--- src/hw/pll_latch_defs.vh ---
// Purpose: Constants for the dual synthesizer serial latch control
// Assumes: 24-bit words, latch select in the two lowest bits
// Notes:   Field positions are bit indices within the latched word
`ifndef PLL_LATCH_DEFS_VH
`define PLL_LATCH_DEFS_VH

`define WORD_BITS        24
`define SEL_IF_REF       2'h0
`define SEL_IF_FB        2'h1
`define SEL_RF_REF       2'h2
`define SEL_RF_FB        2'h3
// Feedback latch fields
`define FB_GAIN_BIT      23
`define FB_PD_BIT        22
`define FB_PRE_HI        21
`define FB_PRE_LO        20
`define FB_MAIN_HI       19
`define FB_MAIN_LO       8
`define FB_SWAL_HI       7
`define FB_SWAL_LO       2
// Reference latch fields
`define RF_CUR_HI        23
`define RF_CUR_LO        21
`define REF_OUTSEL_HI    20
`define REF_OUTSEL_LO    19
`define REF_TRI_BIT      18
`define REF_POL_BIT      17
`define REF_DIV_HI       16
`define REF_DIV_LO       2
// Output select mode codes (high, low)
`define MUX_LOCK_IF      4'h1
`define MUX_LOCK_RF      4'h2
`define MUX_LOCK_BOTH    4'h3
`define MUX_FASTLOCK     4'h4
`define MUX_RST_IF       4'h5
`define MUX_RST_RF       4'h6
`define MUX_RST_BOTH     4'h7
// Pump current code used while in fastlock
`define CUR_MAX          3'h7
// Cycles of pump three-state before a synchronous power-down completes
`define SYNC_PD_CYCLES   2'h2

`endif

--- src/hw/pll_serial_latch.v ---
// Purpose: Serial word capture, four latches and decoded control of a dual synthesizer
// Assumes: Serial clock, data and load strobe are asynchronous, sampled by sys_clk
// Notes:   Analog loops are outside; lock indications arrive as inputs
`timescale 1ns/1ps
`default_nettype none
`include "pll_latch_defs.vh"

module pll_serial_latch (
  // Clock and reset
  input  wire        sys_clk,
  input  wire        rst_b,
  // Three-wire serial link
  input  wire        serialClk,
  input  wire        serialData,
  input  wire        load_strobe,
  // Lock indications from the loops
  input  wire        ifLocked,
  input  wire        rfLocked,
  // IF section controls
  output reg  [14:0] ifRefDivide,
  output reg  [11:0] ifMainDivide,
  output reg  [5:0]  ifSwallowDivide,
  output reg  [1:0]  ifPrescaleSel,
  output reg  [2:0]  ifPumpCurrent,
  output reg         if_pd_polarity,
  output reg         ifPumpHighZ,
  output reg         ifPoweredDown,
  output reg         ifDividerHold,
  // RF section controls
  output reg  [14:0] rfRefDivide,
  output reg  [11:0] rfMainDivide,
  output reg  [5:0]  rfSwallowDivide,
  output reg  [1:0]  rfPrescaleSel,
  output reg  [2:0]  rfPumpCurrent,
  output reg         rf_pd_polarity,
  output reg         rfPumpHighZ,
  output reg         rfPoweredDown,
  output reg         rfDividerHold,
  // Shared outputs
  output reg         refOscEnable,
  output reg         fastlock_switch_pin_b,
  output reg         rfDampSwitch,
  output reg         multiplexed_test_output
);

  ////////////////////////////////////////////////////////////////////////////
  // Pin synchronisers and edge detection
  reg  [2:0]  sclkSync_reg;
  reg  [2:0]  leSync_reg;
  reg  [1:0]  dataSync_reg;
  wire        sclkRise = sclkSync_reg[1] & ~sclkSync_reg[2];
  wire        leRise   = leSync_reg[1] & ~leSync_reg[2];

  // Two flops before any logic; third flop holds the previous level
  always @(posedge sys_clk or negedge rst_b) begin
    if (!rst_b) begin
      sclkSync_reg <= 3'h0;
      leSync_reg   <= 3'h0;
      dataSync_reg <= 2'h0;
    end else begin
      sclkSync_reg <= {sclkSync_reg[1:0], serialClk};
      leSync_reg   <= {leSync_reg[1:0], load_strobe};
      dataSync_reg <= {dataSync_reg[0], serialData};
    end
  end

  ////////////////////////////////////////////////////////////////////////////
  // Shift register and latches
  reg  [23:0] shift_reg;
  reg  [23:0] ifRefLatch_reg;
  reg  [23:0] ifFbLatch_reg;
  reg  [23:0] rfRefLatch_reg;
  reg  [23:0] rfFbLatch_reg;

  // Never gated by power-down, so words keep loading in every mode
  always @(posedge sys_clk or negedge rst_b) begin
    if (!rst_b) begin
      shift_reg      <= 24'h000000;
      ifRefLatch_reg <= 24'h000000;
      ifFbLatch_reg  <= 24'h000000;
      rfRefLatch_reg <= 24'h000000;
      rfFbLatch_reg  <= 24'h000000;
    end else begin
      if (sclkRise)
        shift_reg <= {shift_reg[22:0], dataSync_reg[1]};  // MSB first
      // Partial words simply sit until overwritten
      if (leRise) begin
        case (shift_reg[1:0])
          `SEL_IF_REF: ifRefLatch_reg <= shift_reg;
          `SEL_IF_FB:  ifFbLatch_reg  <= shift_reg;
          `SEL_RF_REF: rfRefLatch_reg <= shift_reg;
          `SEL_RF_FB:  rfFbLatch_reg  <= shift_reg;
          default:     rfFbLatch_reg  <= rfFbLatch_reg;
        endcase
      end
    end
  end

  ////////////////////////////////////////////////////////////////////////////
  // Field decode
  wire [3:0] muxMode = {ifRefLatch_reg[`REF_OUTSEL_HI:`REF_OUTSEL_LO],
                        rfRefLatch_reg[`REF_OUTSEL_HI:`REF_OUTSEL_LO]};
  wire ifTriBit  = ifRefLatch_reg[`REF_TRI_BIT];
  wire rfTriBit  = rfRefLatch_reg[`REF_TRI_BIT];
  wire ifPdBit   = ifFbLatch_reg[`FB_PD_BIT];
  wire rfPdBit   = rfFbLatch_reg[`FB_PD_BIT];
  wire ifFast    = ifFbLatch_reg[`FB_GAIN_BIT];
  wire rfFast    = rfFbLatch_reg[`FB_GAIN_BIT];
  wire ifCntRst  = (muxMode == `MUX_RST_IF) | (muxMode == `MUX_RST_BOTH);
  wire rfCntRst  = (muxMode == `MUX_RST_RF) | (muxMode == `MUX_RST_BOTH);

  ////////////////////////////////////////////////////////////////////////////
  // Power-down sequencing
  reg  [1:0] ifPdCnt_reg;
  reg  [1:0] rfPdCnt_reg;
  reg        ifPdState_reg;
  reg        rfPdState_reg;
  reg  [1:0] ifPdCnt_next;
  reg  [1:0] rfPdCnt_next;
  reg        ifPdState_next;
  reg        rfPdState_next;

  // Tristate bit set: power down at once; else float pump, then wait
  always @* begin
    ifPdState_next = ifPdState_reg;
    ifPdCnt_next   = ifPdCnt_reg;
    if (!ifPdBit) begin
      ifPdState_next = 1'b0;
      ifPdCnt_next   = 2'h0;
    end else if (!ifPdState_reg) begin
      if (ifTriBit)
        ifPdState_next = 1'b1;
      else if (ifPdCnt_reg == `SYNC_PD_CYCLES)
        ifPdState_next = 1'b1;
      else
        ifPdCnt_next = ifPdCnt_reg + 2'h1;
    end
    rfPdState_next = rfPdState_reg;
    rfPdCnt_next   = rfPdCnt_reg;
    if (!rfPdBit) begin
      rfPdState_next = 1'b0;
      rfPdCnt_next   = 2'h0;
    end else if (!rfPdState_reg) begin
      if (rfTriBit)
        rfPdState_next = 1'b1;
      else if (rfPdCnt_reg == `SYNC_PD_CYCLES)
        rfPdState_next = 1'b1;
      else
        rfPdCnt_next = rfPdCnt_reg + 2'h1;
    end
  end

  always @(posedge sys_clk or negedge rst_b) begin
    if (!rst_b) begin
      ifPdCnt_reg   <= 2'h0;
      rfPdCnt_reg   <= 2'h0;
      ifPdState_reg <= 1'b0;
      rfPdState_reg <= 1'b0;
    end else begin
      ifPdCnt_reg   <= ifPdCnt_next;
      rfPdCnt_reg   <= rfPdCnt_next;
      ifPdState_reg <= ifPdState_next;
      rfPdState_reg <= rfPdState_next;
    end
  end

  ////////////////////////////////////////////////////////////////////////////
  // Output multiplexer selection
  reg multiplexed_test_output_next;

  // Lock modes pass the loop lock level; combined mode needs both loops
  always @* begin
    case (muxMode)
      `MUX_LOCK_IF:   multiplexed_test_output_next = ifLocked;
      `MUX_LOCK_RF:   multiplexed_test_output_next = rfLocked;
      `MUX_LOCK_BOTH: multiplexed_test_output_next = ifLocked & rfLocked;
      `MUX_FASTLOCK:  multiplexed_test_output_next = ~rfRefLatch_reg[`REF_OUTSEL_HI];  // Low grounds
      default:        multiplexed_test_output_next = 1'b0;
    endcase
  end

  ////////////////////////////////////////////////////////////////////////////
  // Registered outputs
  always @(posedge sys_clk or negedge rst_b) begin
    if (!rst_b) begin
      ifRefDivide             <= 15'h0000;
      ifMainDivide            <= 12'h000;
      ifSwallowDivide         <= 6'h00;
      ifPrescaleSel           <= 2'h0;
      ifPumpCurrent           <= 3'h0;
      if_pd_polarity          <= 1'b0;
      ifPumpHighZ             <= 1'b1;
      ifPoweredDown           <= 1'b0;
      ifDividerHold           <= 1'b0;
      rfRefDivide             <= 15'h0000;
      rfMainDivide            <= 12'h000;
      rfSwallowDivide         <= 6'h00;
      rfPrescaleSel           <= 2'h0;
      rfPumpCurrent           <= 3'h0;
      rf_pd_polarity          <= 1'b0;
      rfPumpHighZ             <= 1'b1;
      rfPoweredDown           <= 1'b0;
      rfDividerHold           <= 1'b0;
      refOscEnable            <= 1'b1;
      fastlock_switch_pin_b   <= 1'b1;
      rfDampSwitch            <= 1'b0;
      multiplexed_test_output <= 1'b0;
    end else begin
      ifRefDivide     <= ifRefLatch_reg[`REF_DIV_HI:`REF_DIV_LO];
      rfRefDivide     <= rfRefLatch_reg[`REF_DIV_HI:`REF_DIV_LO];
      ifMainDivide    <= ifFbLatch_reg[`FB_MAIN_HI:`FB_MAIN_LO];
      ifSwallowDivide <= ifFbLatch_reg[`FB_SWAL_HI:`FB_SWAL_LO];
      rfMainDivide    <= rfFbLatch_reg[`FB_MAIN_HI:`FB_MAIN_LO];
      rfSwallowDivide <= rfFbLatch_reg[`FB_SWAL_HI:`FB_SWAL_LO];
      ifPrescaleSel   <= ifFbLatch_reg[`FB_PRE_HI:`FB_PRE_LO];
      rfPrescaleSel   <= rfFbLatch_reg[`FB_PRE_HI:`FB_PRE_LO];
      // Fastlock overrides the programmed current with the maximum
      ifPumpCurrent   <= ifFast ? `CUR_MAX
                                : ifRefLatch_reg[`RF_CUR_HI:`RF_CUR_LO];
      rfPumpCurrent   <= rfFast ? `CUR_MAX
                                : rfRefLatch_reg[`RF_CUR_HI:`RF_CUR_LO];
      if_pd_polarity  <= ifRefLatch_reg[`REF_POL_BIT];
      rf_pd_polarity  <= rfRefLatch_reg[`REF_POL_BIT];
      // Pump floats for the tristate bit, a pending power-down, or a reset mode
      ifPumpHighZ     <= ifTriBit | ifPdBit | ifCntRst;
      rfPumpHighZ     <= rfTriBit | rfPdBit | rfCntRst;
      ifPoweredDown   <= ifPdState_next;
      rfPoweredDown   <= rfPdState_next;
      // Dividers held in load; release restarts them together, keeping alignment
      ifDividerHold   <= ifPdState_next | ifCntRst;
      rfDividerHold   <= rfPdState_next | rfCntRst;
      refOscEnable    <= ~(ifPdState_next & rfPdState_next);
      fastlock_switch_pin_b <= ~ifFast;
      rfDampSwitch    <= rfFast;
      multiplexed_test_output <= multiplexed_test_output_next;
    end
  end

endmodule // pll_serial_latch
`default_nettype wire

--- config.mk ---
export PLATFORM = sky130hd
export DESIGN_NAME = pll_serial_latch
export DESIGN_NICKNAME = d
export VERILOG_FILES = /design/src/hw/pll_serial_latch.v
export VERILOG_INCLUDE_DIRS = /design/src /design/src/hw
export SDC_FILE = /design/constraint.sdc
export NUM_CORES = 1
export LEC_CHECK = 0
export ABC_AREA = 1
export BUFFER_PORTS_ARGS = -buffer_cell sky130_fd_sc_hd__buf_2
export CAP_MARGIN = 15
export CORE_ASPECT_RATIO = 0.9
export CORE_MARGIN = 8
export CORE_UTILIZATION = 50
export DETAILED_ROUTE_END_ITERATION = 6
export PLACE_DENSITY = 0.71
export SLEW_MARGIN = 5
export SYNTH_ARGS = -nofsm -noshare
export SYNTH_HDL_FRONTEND = slang
export SYNTH_SLANG_ARGS = --single-unit
--- constraint.sdc ---
create_clock -name sys_clk -period 2.1 [get_ports sys_clk]
set_input_delay 0.21 -clock sys_clk [delete_from_list [all_inputs] [get_ports sys_clk]]
set_output_delay 0.21 -clock sys_clk [all_outputs]
set_load 0.005 [all_outputs]
==> results of run 1 <==
-- cell families after synthesis --
kind of cell,after synthesis,synth area share [%]
AO/OA/AOI/OAI,7,0.482
buffers and inverters,49,4.07
adder cells (fa/ha/maj),2,0.344
AND/OR/NAND/NOR,379,22.0
flip-flops,212,73.1
-- metrics by stage --
stage               hold slack [ns]  total power [mW]  utilization [%]  cell area, µm²
floorplan                   -0.0856              5.75                -            7260
CTS                          0.0353              10.0             61.3            8650
finish                       0.0400              9.95             61.3            8650
global placement              0.263              6.39             56.2            7930
detailed placement            0.275              6.46             56.2            7930
global route                 0.0583              10.4             61.3            8650
-- cells in the final DEF, fill, tap and decap left out --
cell	instances
a21oi_1	3
buf_12	5
buf_2	93
buf_4	10
clkbuf_1	5
clkbuf_16	21
clkbuf_8	9
clkinv_2	3
dfrtp_1	208
dfstp_2	4
dlygate4sd3_1	4
ha_1	2
inv_1	15
inv_2	3
inv_6	1
nand2_1	263
nand2_4	2
nand3_1	90
nand4_1	5
nor2_1	9
nor2_2	2
nor2_4	2
o21ai_0	4
or2_2	6
-- what timing repair did --
action	in CTS	in global routing
gates resized for setup	0	0
hold endpoints to repair	69	0
hold buffers	4	0
-- path summary, 6_finish.rpt --
path,slack (ns),cells after the start,from,endpoint
min in group asynchronous,0.32,2,rst_b,ifRefDivide[5]
worst max-delay path,0.48,4,sclkSync_reg[1],shift_reg[4]
max in group asynchronous,1.10,3,rst_b,refOscEnable
worst max register to register,0.48,4,sclkSync_reg[1],shift_reg[4]
worst min register to register,0.35,0,dataSync_reg[0],dataSync_reg[1]
worst min-delay path,0.04,5,rfLocked,multiplexed_test_output
-- power groups by stage --
stage	sequential (mW)	combinational [mW]	clock [mW]
4_1_cts	5.32	1.10	3.62
6_report	5.32	1.06	3.56
3_3_place_gp	5.35	1.05	0
3_5_place_dp	5.38	1.08	0
5_1_grt	5.40	1.22	3.81
2_1_floorplan	5.25	0.493	0
-- final cells by class --
type | instances | area, µm² | share of cell area (%)
sequential | 212 | 5310 | 61.4
multi-input combinational | 388 | 1660 | 19.2
timing repair buffer | 113 | 694 | 8.03
clock buffer | 34 | 654 | 7.57
tap | 193 | 241 | 2.79
inverter | 18 | 67.6 | 0.781
clock inverter | 4 | 23.8 | 0.275
-- worst reg2reg max path, cell delays in order, from the launching register on --
cell,delay [ns]
dfrtp_1,0.32
buf_4,0.23
nand2_1,0.54
nor2_1,0.31
a21oi_1,0.08
-- layer usage --
metal,share of wire [%],vias up
li1,-,2260
met1,44,2323
met2,47,137
met3,6.6,19
met4,1.7,0
met5,0,-
==> results by group, run 1 <==
Clocking
  • CTS tree: yes
  • Clock transition at the registers of the reported paths: roughly 0.06 ns
  • Maximum root-to-sink buffer count: 3
  • Post-CTS Setup Repair Bufs: 0
  • CTS buffer count: 21
  • Clock Latency Late Sink: 0.48 ns
  • Root Buffer: clkbuf_16
  • Clock sink total: 212
  • Number of H-tree levels: 1

Power
  • Leakage: 4.96 nW
  • Internal Power: 7.41 mW
  • Switch share: 25.5%
  • Peak supply drop: approximately 0.0006 V
  • Sw Pwr: roughly 2.5 mW
  • Sequential share of power: 53.5%
  • Clock share of power: 35.8%
  • Gate power share: about a tenth
  • Power density over the cells: around 1100 nW/µm²

Timing
  • Tcrit/Tclk final: 77.3%
  • Rel. slew slack: 44.2%
  • Max Clk Rate: 0.616 GHz
  • Fin Setup TNS: 0 ns
  • Post-Route Skew: 0.0161 ns
  • # setup viols final: 0
  • RSZ-0062 raised after global routing: false
  • Worst slew pin tran: 0.835 ns
  • Final hold viol count: 0
  • Smallest setup slack after layout: 0.477 ns
  • Max Transition Viols Final: 0
  • Min cycle time layout: 1.62 ns

Global routing
  • Number of global-route vias before repair: 4784
  • Largest net degree at the start of global routing: 73
  • Top Usage Layer GRT: met2
  • Global Route met2 Usage: 27.5%
  • First-pass GRT wire length: 24.8 mm
  • Antenna violations before repair: 0
  • Met3 Track Usage GR: 3.10%
  • Met1 Use GR: between 20% and 30%
  • Total track usage: 16.6%
  • Gr ovfl total: 0

Route
  • Wirelength, routed: between 15 and 20 mm
  • WL per Instance: 15.8 µm
  • Initial DRC Count: 567
  • Vias/cell: 4.93
  • Drt first pass iters: 6
  • DRC viols: 0
  • Post-DRT Antenna Nets: 0
  • DR vias: roughly 4700

Cells and area
  • Antenna Cells: 0
  • Finished Layout Cells: just under 1000
  • P&R area growth vs syn: 19.1%
  • Fin nets: 763
  • Max reg flops: 24
  • Filler instances: 1093
  • Layout cells sized above 1: 20.9%

Critical path
  • Crit path kind: flip-flop to flip-flop
  • Worst-path cell chain: buf_4 > nand2_1 > nor2_1 > a21oi_1
  • Crit path DAT: 1.95 ns
  • Largest stage delay on the critical path: 0.54 ns
  • Crit path max fanout: 29
  • Crit path launch type: flip-flop
  • Data required time at the worst endpoint: 2.42 ns
  • Worst Setup End Kind: flip-flop
  • Slowest-stage cell, CP: nand2_1
  • Cell family contributing the most delay on the critical path: simple AND/OR/NAND/NOR gates
  • Buffers and inverters on the worst path: 1

Placed design
  • DPL Wire Length: 10.1 mm
  • Dpl cells: 920
  • Input/output buffers: 94
  • Pre-CTS setup slack: 0.543 ns
  • GP Congestion: 0.780

Yosys
  • Syn nets: 658
  • Post-synthesis sequential area ratio: 73.1%
  • Top FF cell, synth: dfrtp_1
  • Mapped Area: roughly 7300 µm²
  • Post-synth cell types: 19
  • EDFF count, synth: 0
  • Top post-synthesis cells by count: 263 x nand2_1, 208 x dfrtp_1, 90 x nand3_1
  • #FFs+latches synth: 212
  • Top cell type's share of synthesized area: 71.7%
  • Most frequent cell after synthesis: nand2_1
  • Area leader, netlist: dfrtp_1
  • Average size of a mapped cell: 11.2 µm²
  • Top post-synthesis cells by area: dfrtp_1 72%, nand2_1 14%, nand3_1 6.2%
  • Synth async-reset ratio: 100%
  • Yosys warnings: 0
  • Post-Syn Instances: approximately 650

Floorplanning
  • Std cell rows: 41
  • Chip height: around 130 µm
  • IO Pins: 95
  • Core area: roughly 14000 µm²
  • Initial Util: 51.5%
  • Total Die Area: 18600 µm²
  • Die width: 143 µm

Run
  • Max-cap violations: 0

Outcome
  • Status: completed

Hold path
  • Worst Hold Class: input port to flip-flop
No activity file was read; power rests on OpenSTA's default activity.
==> inputs of run 2 (changes only) <==
Settings changed: ABC_AREA 1 to 0.
Clock period 2.1 ns to 1.63 ns, I/O delays scaled along.
==> results by group, run 2 <==
Outcome
  • Status: completed

Global routing
  • First-pass GRT wire length: about 21 mm
  • Antenna violations before repair: 0
  • Gr ovfl total: 0
  • Total track usage: 14.6%
  • Number of global-route vias before repair: around 3800
  • Largest net degree at the start of global routing: 60

Run
  • Max-cap violations: 0

Critical path
  • R2r setup slk: 0.08 ns
  • Buffers and inverters on the worst path: 1
  • Crit path DAT: approximately 1.9 ns
  • Worst-path cell chain: nor4bb_4 > buf_12 > mux2_2
  • Cell family contributing the most delay on the critical path: flip-flops
  • Crit path max fanout: 17
  • Worst reg2reg endpoint: ifFbLatch_reg[3]
  • R2r worst-path depth: 3
  • Critical Path Start: shift_reg[1]
  • RR Startpoint: shift_reg[1]
  • Crit path depth: 3
  • Slowest-stage cell, CP: dfrtp_1
  • Largest stage delay on the critical path: 0.47 ns
  • Data required time at the worst endpoint: 1.99 ns
  • Worst Setup End Kind: flip-flop
  • Crit path kind: flip-flop to flip-flop
  • Crit path launch type: flip-flop
  • Critical path capture point: ifFbLatch_reg[3]

Clocking
  • Number of H-tree levels: 1
  • Root Buffer: clkbuf_16
  • CTS tree: yes
  • Clock transition at the registers of the reported paths: 0.06 ns
  • Post-cts sizing count: 0
  • Maximum root-to-sink buffer count: 3
  • Post-CTS Setup Repair Bufs: 0
  • Clock sink total: 212
  • Clock Latency Late Sink: 0.48 ns
  • CTS buffer count: 21

Cells and area
  • Antenna Cells: 0
  • Max reg flops: 24
  • Fin nets: about 500
  • Final Util: 62.2%
  • Layout cells sized above 1: between 50% and 60%
  • Design area: 8650 µm²
  • P&R area growth vs syn: 22.8%
  • Filler instances: 1007
  • Commonest non-fill, non-tap cells in the layout: 208 x dfrtp_1, 93 x buf_2, 91 x mux2_2, 21 x clkbuf_16, 18 x mux2_4
  • Multi-input logic area: 1640 µm²
  • Finished Layout Cells: 711
  • Storage cell area: 5310 µm²
  • Most common cell after layout, fill and taps aside: dfrtp_1

Timing
  • Max Clk Rate: 0.646 GHz
  • RSZ-0062 raised after global routing: false
  • Worst slew pin tran: approximately 0.48 ns
  • Smallest setup slack after layout: 0.0825 ns
  • Fin Setup TNS: 0 ns
  • Min cycle time layout: 1.55 ns
  • Post-Route Skew: ~0.011 ns
  • # setup viols final: 0
  • Tcrit/Tclk final: 94.9%
  • Rel. slew slack: 68.0%
  • Max Transition Viols Final: 0
  • Final hold viol count: 0

Yosys
  • Area leader, netlist: dfrtp_1
  • Top post-synthesis cells by area: dfrtp_1 74%, mux2_2 15%, mux2_4 3.8%
  • Top FF cell, synth: dfrtp_1
  • Synth async-reset ratio: between 90% and 100%
  • Most frequent cell after synthesis: dfrtp_1
  • Post-synth cell types: 28
  • EDFF count, synth: 0
  • Post-Syn Instances: between 300 and 400
  • Mapped Area: 7050 µm²
  • Post-synthesis sequential area ratio: between 70% and 80%
  • Top post-synthesis cells by count: 208 x dfrtp_1, 91 x mux2_2, 18 x mux2_4
  • Top cell type's share of synthesized area: around 74%
  • #FFs+latches synth: roughly 210
  • Yosys warnings: 0
  • Average size of a mapped cell: around 19 µm²
  • Syn nets: 388

Floorplanning
  • Total Die Area: 18200 µm²
  • Initial Util: 50.7%
  • IO Pins: 95
  • Chip height: 129 µm
  • Core area: 13900 µm²
  • Std cell rows: slightly above 40
  • Die width: 141 µm

Power
  • Leakage: around 4.5 nW
  • Power density over the cells: 1590 nW/µm²
  • Peak supply drop: 0.000805 V

Route
  • Wirelength, routed: 12.7 mm
  • Vias/cell: between 4 and 5
  • Initial DRC Count: approximately 190
  • DR vias: 3434
  • WL per Instance: 17.9 µm
  • DRC viols: 0
  • Drt first pass iters: 4
  • Post-DRT Antenna Nets: 0

Placed design
  • Input/output buffers: 94
  • Dpl cells: approximately 670
  • Placed Instance Area: about 7900 µm²
  • GP Congestion: slightly above 0.7
  • Pre-CTS setup slack: 0.0400 ns
  • DPL Wire Length: 8.42 mm

Hold path
  • Worst Hold Class: input port to flip-flop
run 2: cell types whose count changed in the layout (fill, tap and decap cells not counted), moves of 4 or more:
cell     delta
nand3_1    -90
and2_1      +4
nand4_1     -5
nand2_1   -261
nor2_1      -8
mux2_2     +91
mux2_4     +18
inv_1      -10
run 2: worst min-delay path by stage:
| stage | start | to | slack (ns) | cells past startpoint |
|---|---|---|---|---|
| 4_1_cts | rfLocked | multiplexed_test_output | 0.09 | 4 |
| 3_5_place_dp | rst_b | rfRefDivide[2] | 0.16 | 1 |
| 2_1_floorplan | rst_b | dataSync_reg[0] | -0.13 | 0 |
| 6_report | rfLocked | multiplexed_test_output | 0.11 | 4 |
| 5_1_grt | rfLocked | multiplexed_test_output | 0.15 | 4 |
| 3_3_place_gp | rst_b | rfRefLatch_reg[4] | 0.16 | 1 |
run 2: cells by family after synthesis:
kind of cell | Yosys count | synth area share (%)
buffers and inverters | 17 | 1.70
AO/OA/AOI/OAI | 7 | 0.675
AND/OR/NAND/NOR | 26 | 2.68
XOR/XNOR | 2 | 0.249
multiplexers | 113 | 19.0
adder cells (fa/ha/maj) | 2 | 0.355
flip-flops | 212 | 75.4
run 2: final cells by class:
| type | instances | area share, % |
|---|---|---|
| Clock buffer | 33 | 7.52 |
| Clock inverter | 4 | 0.593 |
| Inverter | 5 | 0.217 |
| Multi-Input combinational cell | 150 | 18.9 |
| Sequential cell | 212 | 61.4 |
| Tap cell | 193 | 2.79 |
| Timing Repair Buffer | 114 | 8.57 |
run 2: report_power, final:
part           total (mW)  switching (mW)  internal (mW)
sequential           7.26           0.750           6.51
combinational        1.73           0.663           1.07
clock                4.75            1.85           2.90
run 2: metrics by stage:
stage	power, mW	hold WS, ns
after floorplan	8.00	-0.133
after global placement	9.00	0.156
after detailed placement	9.13	0.165
after CTS	13.9	0.0944
after global routing	14.4	0.145
final	13.7	0.108
run 2: worst min-delay path, delay by kind of cell:
kind                   cells  cell delay, ns
buffers and inverters      1            0.10
AO/OA/AOI/OAI              1            0.06
AND/OR/NAND/NOR            2            0.22
run 2: metal layers:
| metal | wire [µm] | GRT usage (%) | vias up |
|---|---|---|---|
| li1 | - | - | 1549 |
| met5 | 0 | 0 | - |
| met1 | 5600 | 19.6 | 1798 |
| met4 | 254 | 4.42 | 0 |
| met2 | 6220 | 23.6 | 70 |
| met3 | 616 | 3.07 | 17 |
run 2: repair_timing:
action | CTS | global route
hold buffers | 5 | 0
endpoints found under the hold margin | 49 | 0
setup endpoints to repair | 0 | 6
